**src/hsfs_defines.vh**
```
// Constants for the hot-swap fault sequencer
`ifndef HSFS_DEFINES_VH
`define HSFS_DEFINES_VH
`define HSFS_CLK_HZ            10000000
`define HSFS_TB_US             1
`define HSFS_TB_DIV            ((`HSFS_CLK_HZ / 1000000) * `HSFS_TB_US)
`define HSFS_LOCKOUT_US        37500
`define HSFS_START_FIXED_US    9000
`define HSFS_START_MIN_US      400
`define HSFS_START_MAX_US      50000
`define HSFS_STATUS_US         750
`define HSFS_CLEAR_US          100
`define HSFS_SLOW_MAX_US       3000
`define HSFS_SLOW_MIN_US       110
`define HSFS_RETRY_MULT        64
`define HSFS_FAST_NS           260
`define HSFS_FAST_CYC          (((`HSFS_FAST_NS * (`HSFS_CLK_HZ / 1000000)) / 1000) > 0 ? \
	((`HSFS_FAST_NS * (`HSFS_CLK_HZ / 1000000)) / 1000) : 1)
`define HSFS_TRIP_X2           2'H1
`define HSFS_TRIP_X4           2'H2
`define HSFS_REG_CTRL          4'H0
`define HSFS_REG_START         4'H4
`define HSFS_REG_STATE         4'H8
`define HSFS_REG_IRQ_ST        4'HC
`define HSFS_REG_IRQ_MASK      5'H10
`define HSFS_CTRL_AUTORETRY    0
`define HSFS_CTRL_ADJUST       1
`define HSFS_IRQ_FAULT         0
`define HSFS_IRQ_GOOD          1
`define HSFS_IRQ_RETRY         2
`define HSFS_IRQ_W             3
`endif

```
**src/hsfs_sequencer.v**
```verilog
// Sequencing and fault logic of a dual-supply hot-swap controller
//
// Design decisions made here: register access over Wishbone and the register addresses.
`timescale 1ns/10ps
`default_nettype none
`include "hsfs_defines.vh"
// Notes on behaviour
// RULE1: Startup lasts 9 ms fixed, or 0.4 to 50 ms when adjustable.
// RULE2: Startup waits for one supply above lockout for 37.5 ms continuously.
// RULE3: Startup also needs the turn-on request above its threshold.
// RULE4: No startup while latched off or waiting out the retry delay.
// RULE5: Slow overcurrent result is ignored throughout startup.
// RULE6: Fast overcurrent in startup regulates the gate at twice slow level.
// RULE7: Normal operation fast trip at four times slow level faults within 260 ns.
// RULE8: After startup enter normal; release status 0.75 ms later if fault free.
// RULE9: Sustained slow overcurrent faults after 110 us to 3 ms by overdrive.
// RULE10: Any normal-operation fault discharges both gates strongly and pulls status low.
// RULE11: Latched mode stays off until cleared; autoretry restarts by itself.
// RULE12: Latched clear: request low or one supply low for 100 us restarts.
// RULE13: Autoretry waits 64 startup periods with gates off, then restarts.
// RULE14: Dropping the request during retry wait neither clears nor shortens it.
// RULE15: A supply dropping low during retry wait cancels the remaining wait.
// RULE16: Both supplies low even briefly restarts lockout delay and full startup.
// RULE17: Gates stay off until lockout has been released.
// RULE18: Status low for request low, fault, lockout, startup, latched or retry.
// RULE19: All delays count from one time base; reset enters lockout state. The code counts the fast trip filter in clock cycles instead.
module hsfs_sequencer #(
	parameter LOCKOUT_US = `HSFS_LOCKOUT_US,
	parameter START_US   = `HSFS_START_FIXED_US,
	parameter STATUS_US  = `HSFS_STATUS_US,
	parameter CLEAR_US   = `HSFS_CLEAR_US,
	parameter TB_DIV     = `HSFS_TB_DIV
) (
	input  wire        clock,
	input  wire        rst_b,
	input  wire        supply_first_ok,
	input  wire        supply_second_ok,
	input  wire        turn_on_above,
	input  wire        turn_on_below_low,
	input  wire        slow_overcurrent,
	input  wire        slow_overdrive_large,
	input  wire        fast_overcurrent,
	input  wire        voltage_fault,
	input  wire [4:0]  wb_adr_i,
	input  wire [31:0] wb_dat_i,
	input  wire [3:0]  wb_sel_i,
	input  wire        wb_we_i,
	input  wire        wb_cyc_i,
	input  wire        wb_stb_i,
	output reg  [31:0] wb_dat_o,
	output reg         wb_ack_o,
	output reg         pass_drive_first,
	output reg         pass_drive_second,
	output reg         gate_discharge,
	output reg         gate_regulate,
	output reg  [1:0]  fast_trip_select,
	output reg         supply_ok_status,
	output reg         irq
);
	localparam ST_LOCK   = 3'H0;
	localparam ST_WAIT   = 3'H1;
	localparam ST_START  = 3'H2;
	localparam ST_NORMAL = 3'H3;
	localparam ST_LATCH  = 3'H4;
	localparam ST_RETRY  = 3'H5;
	localparam CW = 32;
	// Slow filter bounds in time base ticks
	localparam [CW-1:0] SLOW_MAX = `HSFS_SLOW_MAX_US / `HSFS_TB_US;
	localparam [CW-1:0] SLOW_MIN = `HSFS_SLOW_MIN_US / `HSFS_TB_US;
	localparam          FAST_CYC_I = `HSFS_FAST_CYC;
	localparam [7:0]    FAST_CYC = FAST_CYC_I[7:0];

	// Microsecond figure to ticks, rounded up, at least one
	function [CW-1:0] hsfs_ticks;
		input [CW-1:0] us;
		begin
			hsfs_ticks = (us + `HSFS_TB_US - 1) / `HSFS_TB_US;
			if (hsfs_ticks == {CW{1'B0}})
				hsfs_ticks = {{(CW-1){1'B0}}, 1'B1};
		end
	endfunction

	// Two-flop synchronisers for comparator flags from the analog side
	reg [7:0] sync_a;
	reg [7:0] sync_b;
	always @(posedge clock or negedge rst_b)
	begin
		if (!rst_b)
		begin
			sync_a <= 8'H00;
			sync_b <= 8'H00;
		end
		else
		begin
			sync_a <= {voltage_fault, fast_overcurrent, slow_overdrive_large, slow_overcurrent,
				turn_on_below_low, turn_on_above, supply_second_ok, supply_first_ok};
			sync_b <= sync_a;
		end
	end
	wire s_in1  = sync_b[0];
	wire s_in2  = sync_b[1];
	wire s_on   = sync_b[2];
	wire s_off  = sync_b[3];
	wire s_slow = sync_b[4];
	wire s_big  = sync_b[5];
	wire s_fast = sync_b[6];
	wire s_volt = sync_b[7];
	wire any_ok = s_in1 | s_in2;
	// Only a rail that was up at the fault counts as dropped; an absent rail must not clear a fault
	reg  [1:0] up_mask;
	wire       rail_lost = |(up_mask & ~{s_in2, s_in1});

	// Software registers
	reg          ctrl_autoretry;
	reg          ctrl_adjust;
	reg [CW-1:0] start_sel_us;
	reg [`HSFS_IRQ_W-1:0] irq_status;
	reg [`HSFS_IRQ_W-1:0] irq_mask;
	reg [2:0]    state;

	// RULE19: one time base
	reg [7:0] tb_cnt;
	reg       tb_tick;
	always @(posedge clock or negedge rst_b)
	begin
		if (!rst_b)
		begin
			tb_cnt <= 8'H00;
			tb_tick <= 1'B0;
		end
		else if (tb_cnt == TB_DIV[7:0] - 8'H01)
		begin
			tb_cnt <= 8'H00;
			tb_tick <= 1'B1;
		end
		else
		begin
			tb_cnt <= tb_cnt + 8'H01;
			tb_tick <= 1'B0;
		end
	end

	// RULE1: startup length, adjustable value clamped to its range
	reg [CW-1:0] start_ticks;
	always @*
	begin
		start_ticks = hsfs_ticks(START_US);
		if (ctrl_adjust)
		begin
			if (start_sel_us < `HSFS_START_MIN_US)
				start_ticks = hsfs_ticks(`HSFS_START_MIN_US);
			else if (start_sel_us > `HSFS_START_MAX_US)
				start_ticks = hsfs_ticks(`HSFS_START_MAX_US);
			else
				start_ticks = hsfs_ticks(start_sel_us);
		end
	end

	reg [CW-1:0] timer;
	reg [CW-1:0] clear_cnt;
	reg [CW-1:0] slow_cnt;
	reg [CW-1:0] good_cnt;
	reg [7:0]    fast_cnt;
	reg          good_done;
	reg          fault_evt;
	reg [CW-1:0] slow_limit;
	wire [CW-1:0] retry_ticks = start_ticks * `HSFS_RETRY_MULT;

	// RULE9: large overdrive picks the shorter filter bound, otherwise the longer one
	always @*
	begin
		slow_limit = s_big ? SLOW_MIN : SLOW_MAX;
	end

	// Main sequencer
	always @(posedge clock or negedge rst_b)
	begin
		if (!rst_b)
		begin
			// RULE19: reset into lockout
			state <= ST_LOCK;
			timer <= {CW{1'B0}};
			clear_cnt <= {CW{1'B0}};
			slow_cnt <= {CW{1'B0}};
			good_cnt <= {CW{1'B0}};
			fast_cnt <= 8'H00;
			good_done <= 1'B0;
			fault_evt <= 1'B0;
			up_mask <= 2'H0;
		end
		else
		begin
			fault_evt <= 1'B0;
			// RULE16: both supplies low always restarts lockout
			if (!any_ok)
			begin
				state <= ST_LOCK;
				timer <= {CW{1'B0}};
			end
			else
			begin
				case (state)
				ST_LOCK:
				begin
					// RULE2: continuous lockout delay
					if (tb_tick)
						timer <= timer + 1'B1;
					if (timer >= hsfs_ticks(LOCKOUT_US))
					begin
						state <= ST_WAIT;
						timer <= {CW{1'B0}};
					end
				end
				ST_WAIT:
				begin
					// RULE3: request must be high
					if (s_on)
					begin
						state <= ST_START;
						timer <= {CW{1'B0}};
					end
				end
				ST_START:
				begin
					// RULE5: slow result ignored here
					if (tb_tick)
						timer <= timer + 1'B1;
					if (!s_on)
						state <= ST_WAIT;
					else if (timer >= start_ticks)
					begin
						// RULE8: enter normal operation
						state <= ST_NORMAL;
						timer <= {CW{1'B0}};
						good_cnt <= {CW{1'B0}};
						good_done <= 1'B0;
						slow_cnt <= {CW{1'B0}};
						fast_cnt <= 8'H00;
					end
				end
				ST_NORMAL:
				begin
					// RULE8: status release timer
					if (tb_tick && !good_done)
						good_cnt <= good_cnt + 1'B1;
					if (good_cnt >= hsfs_ticks(STATUS_US))
						good_done <= 1'B1;
					// RULE9: slow filter
					if (!s_slow)
						slow_cnt <= {CW{1'B0}};
					else if (tb_tick)
						slow_cnt <= slow_cnt + 1'B1;
					// RULE7: fast trip qualified over at most 260 ns
					if (!s_fast)
						fast_cnt <= 8'H00;
					else
						fast_cnt <= fast_cnt + 8'H01;
					if (!s_on)
						state <= ST_WAIT;
					else if ((s_fast && fast_cnt + 8'H01 >= FAST_CYC) || slow_cnt >= slow_limit ||
						s_volt)
					begin
						// RULE11: latched or autoretry recovery
						fault_evt <= 1'B1;
						state <= ctrl_autoretry ? ST_RETRY : ST_LATCH;
						up_mask <= {s_in2, s_in1};
						timer <= {CW{1'B0}};
						clear_cnt <= {CW{1'B0}};
					end
				end
				ST_LATCH:
				begin
					// RULE12: clear qualified for 100 us
					if (s_off || rail_lost)
					begin
						if (tb_tick)
							clear_cnt <= clear_cnt + 1'B1;
					end
					else
						clear_cnt <= {CW{1'B0}};
					if (clear_cnt >= hsfs_ticks(CLEAR_US))
						state <= ST_WAIT;
				end
				ST_RETRY:
				begin
					// RULE14: request level ignored while counting
					if (tb_tick)
						timer <= timer + 1'B1;
					// RULE15: supply drop cancels the wait
					if (rail_lost)
						state <= ST_WAIT;
					// RULE13: 64 startup periods
					else if (timer >= retry_ticks)
						state <= ST_WAIT;
				end
				default:
					state <= ST_LOCK;
				endcase
			end
		end
	end

	// Registered outputs
	always @(posedge clock or negedge rst_b)
	begin
		if (!rst_b)
		begin
			pass_drive_first <= 1'B0;
			pass_drive_second <= 1'B0;
			gate_discharge <= 1'B1;
			gate_regulate <= 1'B0;
			fast_trip_select <= `HSFS_TRIP_X2;
			supply_ok_status <= 1'B0;
		end
		else
		begin
			// RULE17: gates only in startup or normal, never in lockout
			// RULE4: latch and retry keep gates off
			pass_drive_first <= (state == ST_START) || (state == ST_NORMAL);
			pass_drive_second <= (state == ST_START) || (state == ST_NORMAL);
			// RULE10: strong discharge whenever not driving
			gate_discharge <= !((state == ST_START) || (state == ST_NORMAL));
			// RULE6: fast result regulates during startup at twice slow level
			gate_regulate <= (state == ST_START) && s_fast;
			fast_trip_select <= (state == ST_NORMAL) ? `HSFS_TRIP_X4 : `HSFS_TRIP_X2;
			// RULE18: status low unless normal, released and clean
			supply_ok_status <= (state == ST_NORMAL) && good_done && s_on && !s_volt && !s_slow;
		end
	end

	// Wishbone slave with one wait state; sticky interrupt bits, set wins over clear
	wire wb_req = wb_cyc_i && wb_stb_i && !wb_ack_o;
	wire wb_wr  = wb_req && wb_we_i && wb_sel_i[0];
	wire [`HSFS_IRQ_W-1:0] irq_evt = {state == ST_RETRY && timer >= retry_ticks,
		supply_ok_status == 1'B0 && (state == ST_NORMAL) && good_done && s_on && !s_volt && !s_slow,
		fault_evt};
	always @(posedge clock or negedge rst_b)
	begin
		if (!rst_b)
		begin
			wb_ack_o <= 1'B0;
			wb_dat_o <= 32'H00000000;
			ctrl_autoretry <= 1'B0;
			ctrl_adjust <= 1'B0;
			start_sel_us <= `HSFS_START_FIXED_US;
			irq_status <= {`HSFS_IRQ_W{1'B0}};
			irq_mask <= {`HSFS_IRQ_W{1'B0}};
			irq <= 1'B0;
		end
		else
		begin
			wb_ack_o <= wb_req;
			irq_status <= irq_status | irq_evt;
			if (wb_wr && wb_adr_i == {1'B0, `HSFS_REG_CTRL})
			begin
				ctrl_autoretry <= wb_dat_i[`HSFS_CTRL_AUTORETRY];
				ctrl_adjust <= wb_dat_i[`HSFS_CTRL_ADJUST];
			end
			else if (wb_wr && wb_adr_i == {1'B0, `HSFS_REG_START})
				start_sel_us <= wb_dat_i;
			else if (wb_wr && wb_adr_i == {1'B0, `HSFS_REG_IRQ_ST})
				irq_status <= (irq_status & ~wb_dat_i[`HSFS_IRQ_W-1:0]) | irq_evt;
			else if (wb_wr && wb_adr_i == `HSFS_REG_IRQ_MASK)
				irq_mask <= wb_dat_i[`HSFS_IRQ_W-1:0];
			// Read mux, unmapped reads as zero
			if (wb_adr_i == {1'B0, `HSFS_REG_CTRL})
				wb_dat_o <= {30'H0, ctrl_adjust, ctrl_autoretry};
			else if (wb_adr_i == {1'B0, `HSFS_REG_START})
				wb_dat_o <= start_sel_us;
			else if (wb_adr_i == {1'B0, `HSFS_REG_STATE})
				wb_dat_o <= {27'H0, supply_ok_status, pass_drive_first, state};
			else if (wb_adr_i == {1'B0, `HSFS_REG_IRQ_ST})
				wb_dat_o <= {29'H0, irq_status};
			else if (wb_adr_i == `HSFS_REG_IRQ_MASK)
				wb_dat_o <= {29'H0, irq_mask};
			else
				wb_dat_o <= 32'H00000000;
			irq <= |(irq_status & irq_mask);
		end
	end
endmodule
`default_nettype wire

```
**config.mk**
```make
export PLATFORM = sky130hd
export DESIGN_NAME = hsfs_sequencer
export DESIGN_NICKNAME = d
export VERILOG_FILES = /design/src/hsfs_sequencer.v
export VERILOG_INCLUDE_DIRS = /design/src
export SDC_FILE = /design/constraint.sdc
export NUM_CORES = 1
export LEC_CHECK = 0
export ABC_AREA = 0
export BUFFER_PORTS_ARGS = -buffer_cell sky130_fd_sc_hd__buf_2
export CAP_MARGIN = 20
export CORE_MARGIN = 2
export CORE_UTILIZATION = 55
export DETAILED_ROUTE_END_ITERATION = 6
export GPL_TIMING_DRIVEN = 0
export MAX_ROUTING_LAYER = met4
export PLACE_DENSITY = 0.74
export SYNTH_ARGS = -nofsm -noshare
export SYNTH_HDL_FRONTEND = slang
export SYNTH_SLANG_ARGS = --single-unit
```
**constraint.sdc**
```tcl
create_clock -name clock -period 5.1 [get_ports clock]
set_input_delay 0.765 -clock clock [delete_from_list [all_inputs] [get_ports clock]]
set_output_delay 0.765 -clock clock [all_outputs]
set_load 0.02 [all_outputs]
```
==> metrics.cfg <==
[detailed_routing]
postRouteAntennaNets = 0
first_pass_iters = 5
drt_iter0_markers = 972
routedWlPerCell_um = 17.5
finalWirelength_mm = 34.0
vias = 12000
drcViolationCount = 0
via_per_inst = 6.14

[run_status]
outcome = finished, final reports clean

[cts]
htree_num_levels = 1
cts.sinks = 248
cts_buffers = 28
clk_path_buf_depth = 3
cts_tree = built
clkLatencyLatePin_ns = 0.55
path_clk_slew_ns = 0.06
cts_root_buf = clkbuf_16
cts_hold_buffers = 0

[setup_path]
critPathLaunchType = flop
endpoint = good_cnt[31]$_DFFE_PN0P_
critPathKind = reg2reg
critical_path_depth = 19
slowest_stage = o41ai_1
cp.buffers_inverters = 2
required_ns = 5.54
r2r_slack_ns = 0.35
cp-startpoint = start_sel_us[2]$_DFFE_PN0P_
cp.arrival_ns = 5.19
cpLargestDelayFamily = compound AO/OA/AOI/OAI gates
end_kind = flop
r2r_cells = 19
path_cells = o41ai_1 -> nand2b_1 -> a21oi_1 -> o21bai_1 -> a31oi_2 -> nand2_1 -> nor2_2 -> nand2_1 -> ha_1 -> and3_1 -> o21ai_0 -> a31oi_1 -> o2111a_1 -> or3_1 -> buf_4 -> nand3b_1 -> clkbuf_1 -> o21ai_0 -> o31ai_1
r2r-end = good_cnt[31]$_DFFE_PN0P_
crit_fanout = 10
slowest_delay_ns = 0.42
r2r-start = start_sel_us[2]$_DFFE_PN0P_

[floorplanning]
rows = 58
die_w_um = 163
fp.dieH_um = 163
start_util = 0.555
ios = 95
die_area_um2 = 26400
coreArea_um2 = 24900

[final_layout]
nNetsFinal = 1727
area_growth_pct = 14.7
multi_input_area_um2 = 7300
diodes = 0
seqCellArea_um2 = 6210
fill_cells = 2028
layout-drive-gt1-share = 0.149
fin_util = 0.637

[logic_synthesis]
synthCells = 1447
syn_area_um2 = 13800
ys_seq_area_frac = 0.450
synth-main-ff-cell = dfrtp_1
synth-seq-cells = 248
synth-edff-count = 0
ys_warn_count = 0
ys_types = 86
synth_area_per_cell_um2 = 9.55
async_flop_share = 1.00

[grt]
antenna_found_initial = 0
overflow = 0
grt_start_max_net_pins = 89
grt_pass1_vias = 11200
track_usage = 0.262
grt_pass1_wl_mm = 55.4

[sta]
fmax_ghz = 0.211
fin_setup_tns_ns = 0
clock_skew_ns = 0.0168
slew_viol_final = 0
tightest_slew_ns = 0.978
min_period_ns = 4.75
post-route-period-util = 0.931
maxSlewHeadroom = 0.343
finalSetupViolations = 0
hold_viol = 0

[power]
ir_drop_uv = 338
total_power_mw = 5.20
power_density_nw_per_um2 = 328
p_leak_nw = 7.26

[job]
drv_cap = 0

[place]
finalWeightedCongestion = 0.886
dpl.hpwl_mm = 23.7
io_buffers = 89

[worst_hold_path]
hold_class = in2async

timing repair:
| item | CTS | global route |
|---|---|---|
| buffers inserted | 0 | 3 |
| setup endpoints to repair | 0 | 100 |
| resized for setup | 0 | 10 |
cell families (layout without fill, tap and decap cells):
family          Yosys count  count (layout)  share of synthesized area
compound gates          418             418                      0.200
xor+xnor                  8               8                    0.00507
fa+ha+maj                77              77                     0.0697
buf+inv                  94             240                     0.0301
flops                   248             248                      0.450
mux                      41              41                     0.0332
other cells               1              26                   0.000271
simple gates            560             560                      0.212
report_power, final:
part	leakage [nW]	switching, mW	internal (mW)	total [mW]
combinational	3.41	0.661	0.327	0.988
sequential	3.37	0.0605	2.05	2.11
clock	0.478	0.809	1.29	2.10
metal layers:
| layer | share of wire | global-route usage | vias to the layer above |
|---|---|---|---|
| li1 | - | - | 5713 |
| met2 | 0.48 | 0.410 | 360 |
| met4 | 0.020 | 0.0716 | 0 |
| met3 | 0.055 | 0.0334 | 46 |
| met1 | 0.45 | 0.364 | 5833 |
| met5 | 0 | - | - |
state kept, by name, summed over array words and instances, names as in the netlist, 2 cells and up:
register          count
clear_cnt            32
fast_cnt              8
fast_trip_select      2
good_cnt             32
irq_mask              3
irq_status            3
slow_cnt             32
start_sel_us         32
state                 3
sync_a                8
sync_b                8
tb_cnt                8
timer                32
up_mask               2
wb_dat_o             32
cells in the mapped netlist, drive strengths merged, types with 5 or more instances:
master	number	share of area
dfrtp	241	0.44
o21ai	162	0.059
nand2	130	0.035
nor2	97	0.026
nand3	78	0.029
ha	77	0.070
a21oi	57	0.022
a31oi	51	0.023
and2	46	0.021
clkbuf	46	0.013
and3	44	0.020
mux2	39	0.032
o31ai	39	0.021
inv	32	0.0089
nand4	31	0.016
nor4	27	0.012
nor3	26	0.011
buf	16	0.0086
nand2b	16	0.0072
o41ai	14	0.013
o311ai	13	0.011
a21o	11	0.0060
and4	11	0.0070
or4	11	0.0062
a22oi	10	0.0062
nor2b	10	0.0045
or2	10	0.0045
a211oi	8	0.0043
dfstp	7	0.013
o2bb2a	7	0.0051
a221oi	6	0.0043
nand3b	6	0.0033
o211ai	6	0.0033
or3	6	0.0027
xnor2	5	0.0032
through the flow:
stage | hold WS (ns) | setup slack (ns) | instances | area, um2
floorplan | 0.331 | 1.09 | 1472 | 13900
global placement | 0.334 | -1.20 | 1891 | 14800
detailed placement | 0.335 | 0.236 | 1893 | 14800
CTS | 0.208 | 0.126 | 1945 | 15800
global route | 0.233 | -0.00140 | 1948 | 15900
finish | 0.189 | 0.350 | 1948 | 15900
layout by cell type, fill, tap and decap left out, types with 27 or more instances in the layout:
| master | count |
|---|---|
| clkbuf_1 | 48 |
| buf_2 | 95 |
| inv_1 | 31 |
| clkbuf_16 | 29 |
| and3_1 | 44 |
| nor4_1 | 27 |
| a31oi_1 | 50 |
| nand4_1 | 29 |
| o31ai_1 | 39 |
| dfrtp_1 | 241 |
| ha_1 | 77 |
| nand3_1 | 77 |
| a21oi_1 | 55 |
| nand2_1 | 130 |
| mux2_2 | 39 |
| and2_1 | 45 |
| nor2_1 | 96 |
| o21ai_0 | 159 |
layout make-up:
type                       count  share of cell area
clock buffer                  43              0.0535
sequential                   248               0.392
multi-input combinational   1130               0.461
tap                          330              0.0260
buffer                        62              0.0188
clock inverter                 9             0.00773
timing repair buffer          94              0.0336
inverter                      32             0.00773
worst min path at each step:
stage                     cells past startpoint  slack (ns)                  endpoint
after floorplan                               0        0.33       sync_b[0]$_DFF_PN0_
after global placement                        0        0.33       sync_b[7]$_DFF_PN0_
after detailed placement                      0        0.33       sync_b[5]$_DFF_PN0_
after CTS                                     1        0.21  good_cnt[27]$_DFFE_PN0P_
after global routing                          1        0.23  good_cnt[27]$_DFFE_PN0P_
final                                         1        0.19  good_cnt[27]$_DFFE_PN0P_
Note: power is estimated with default switching activity, not from simulation.
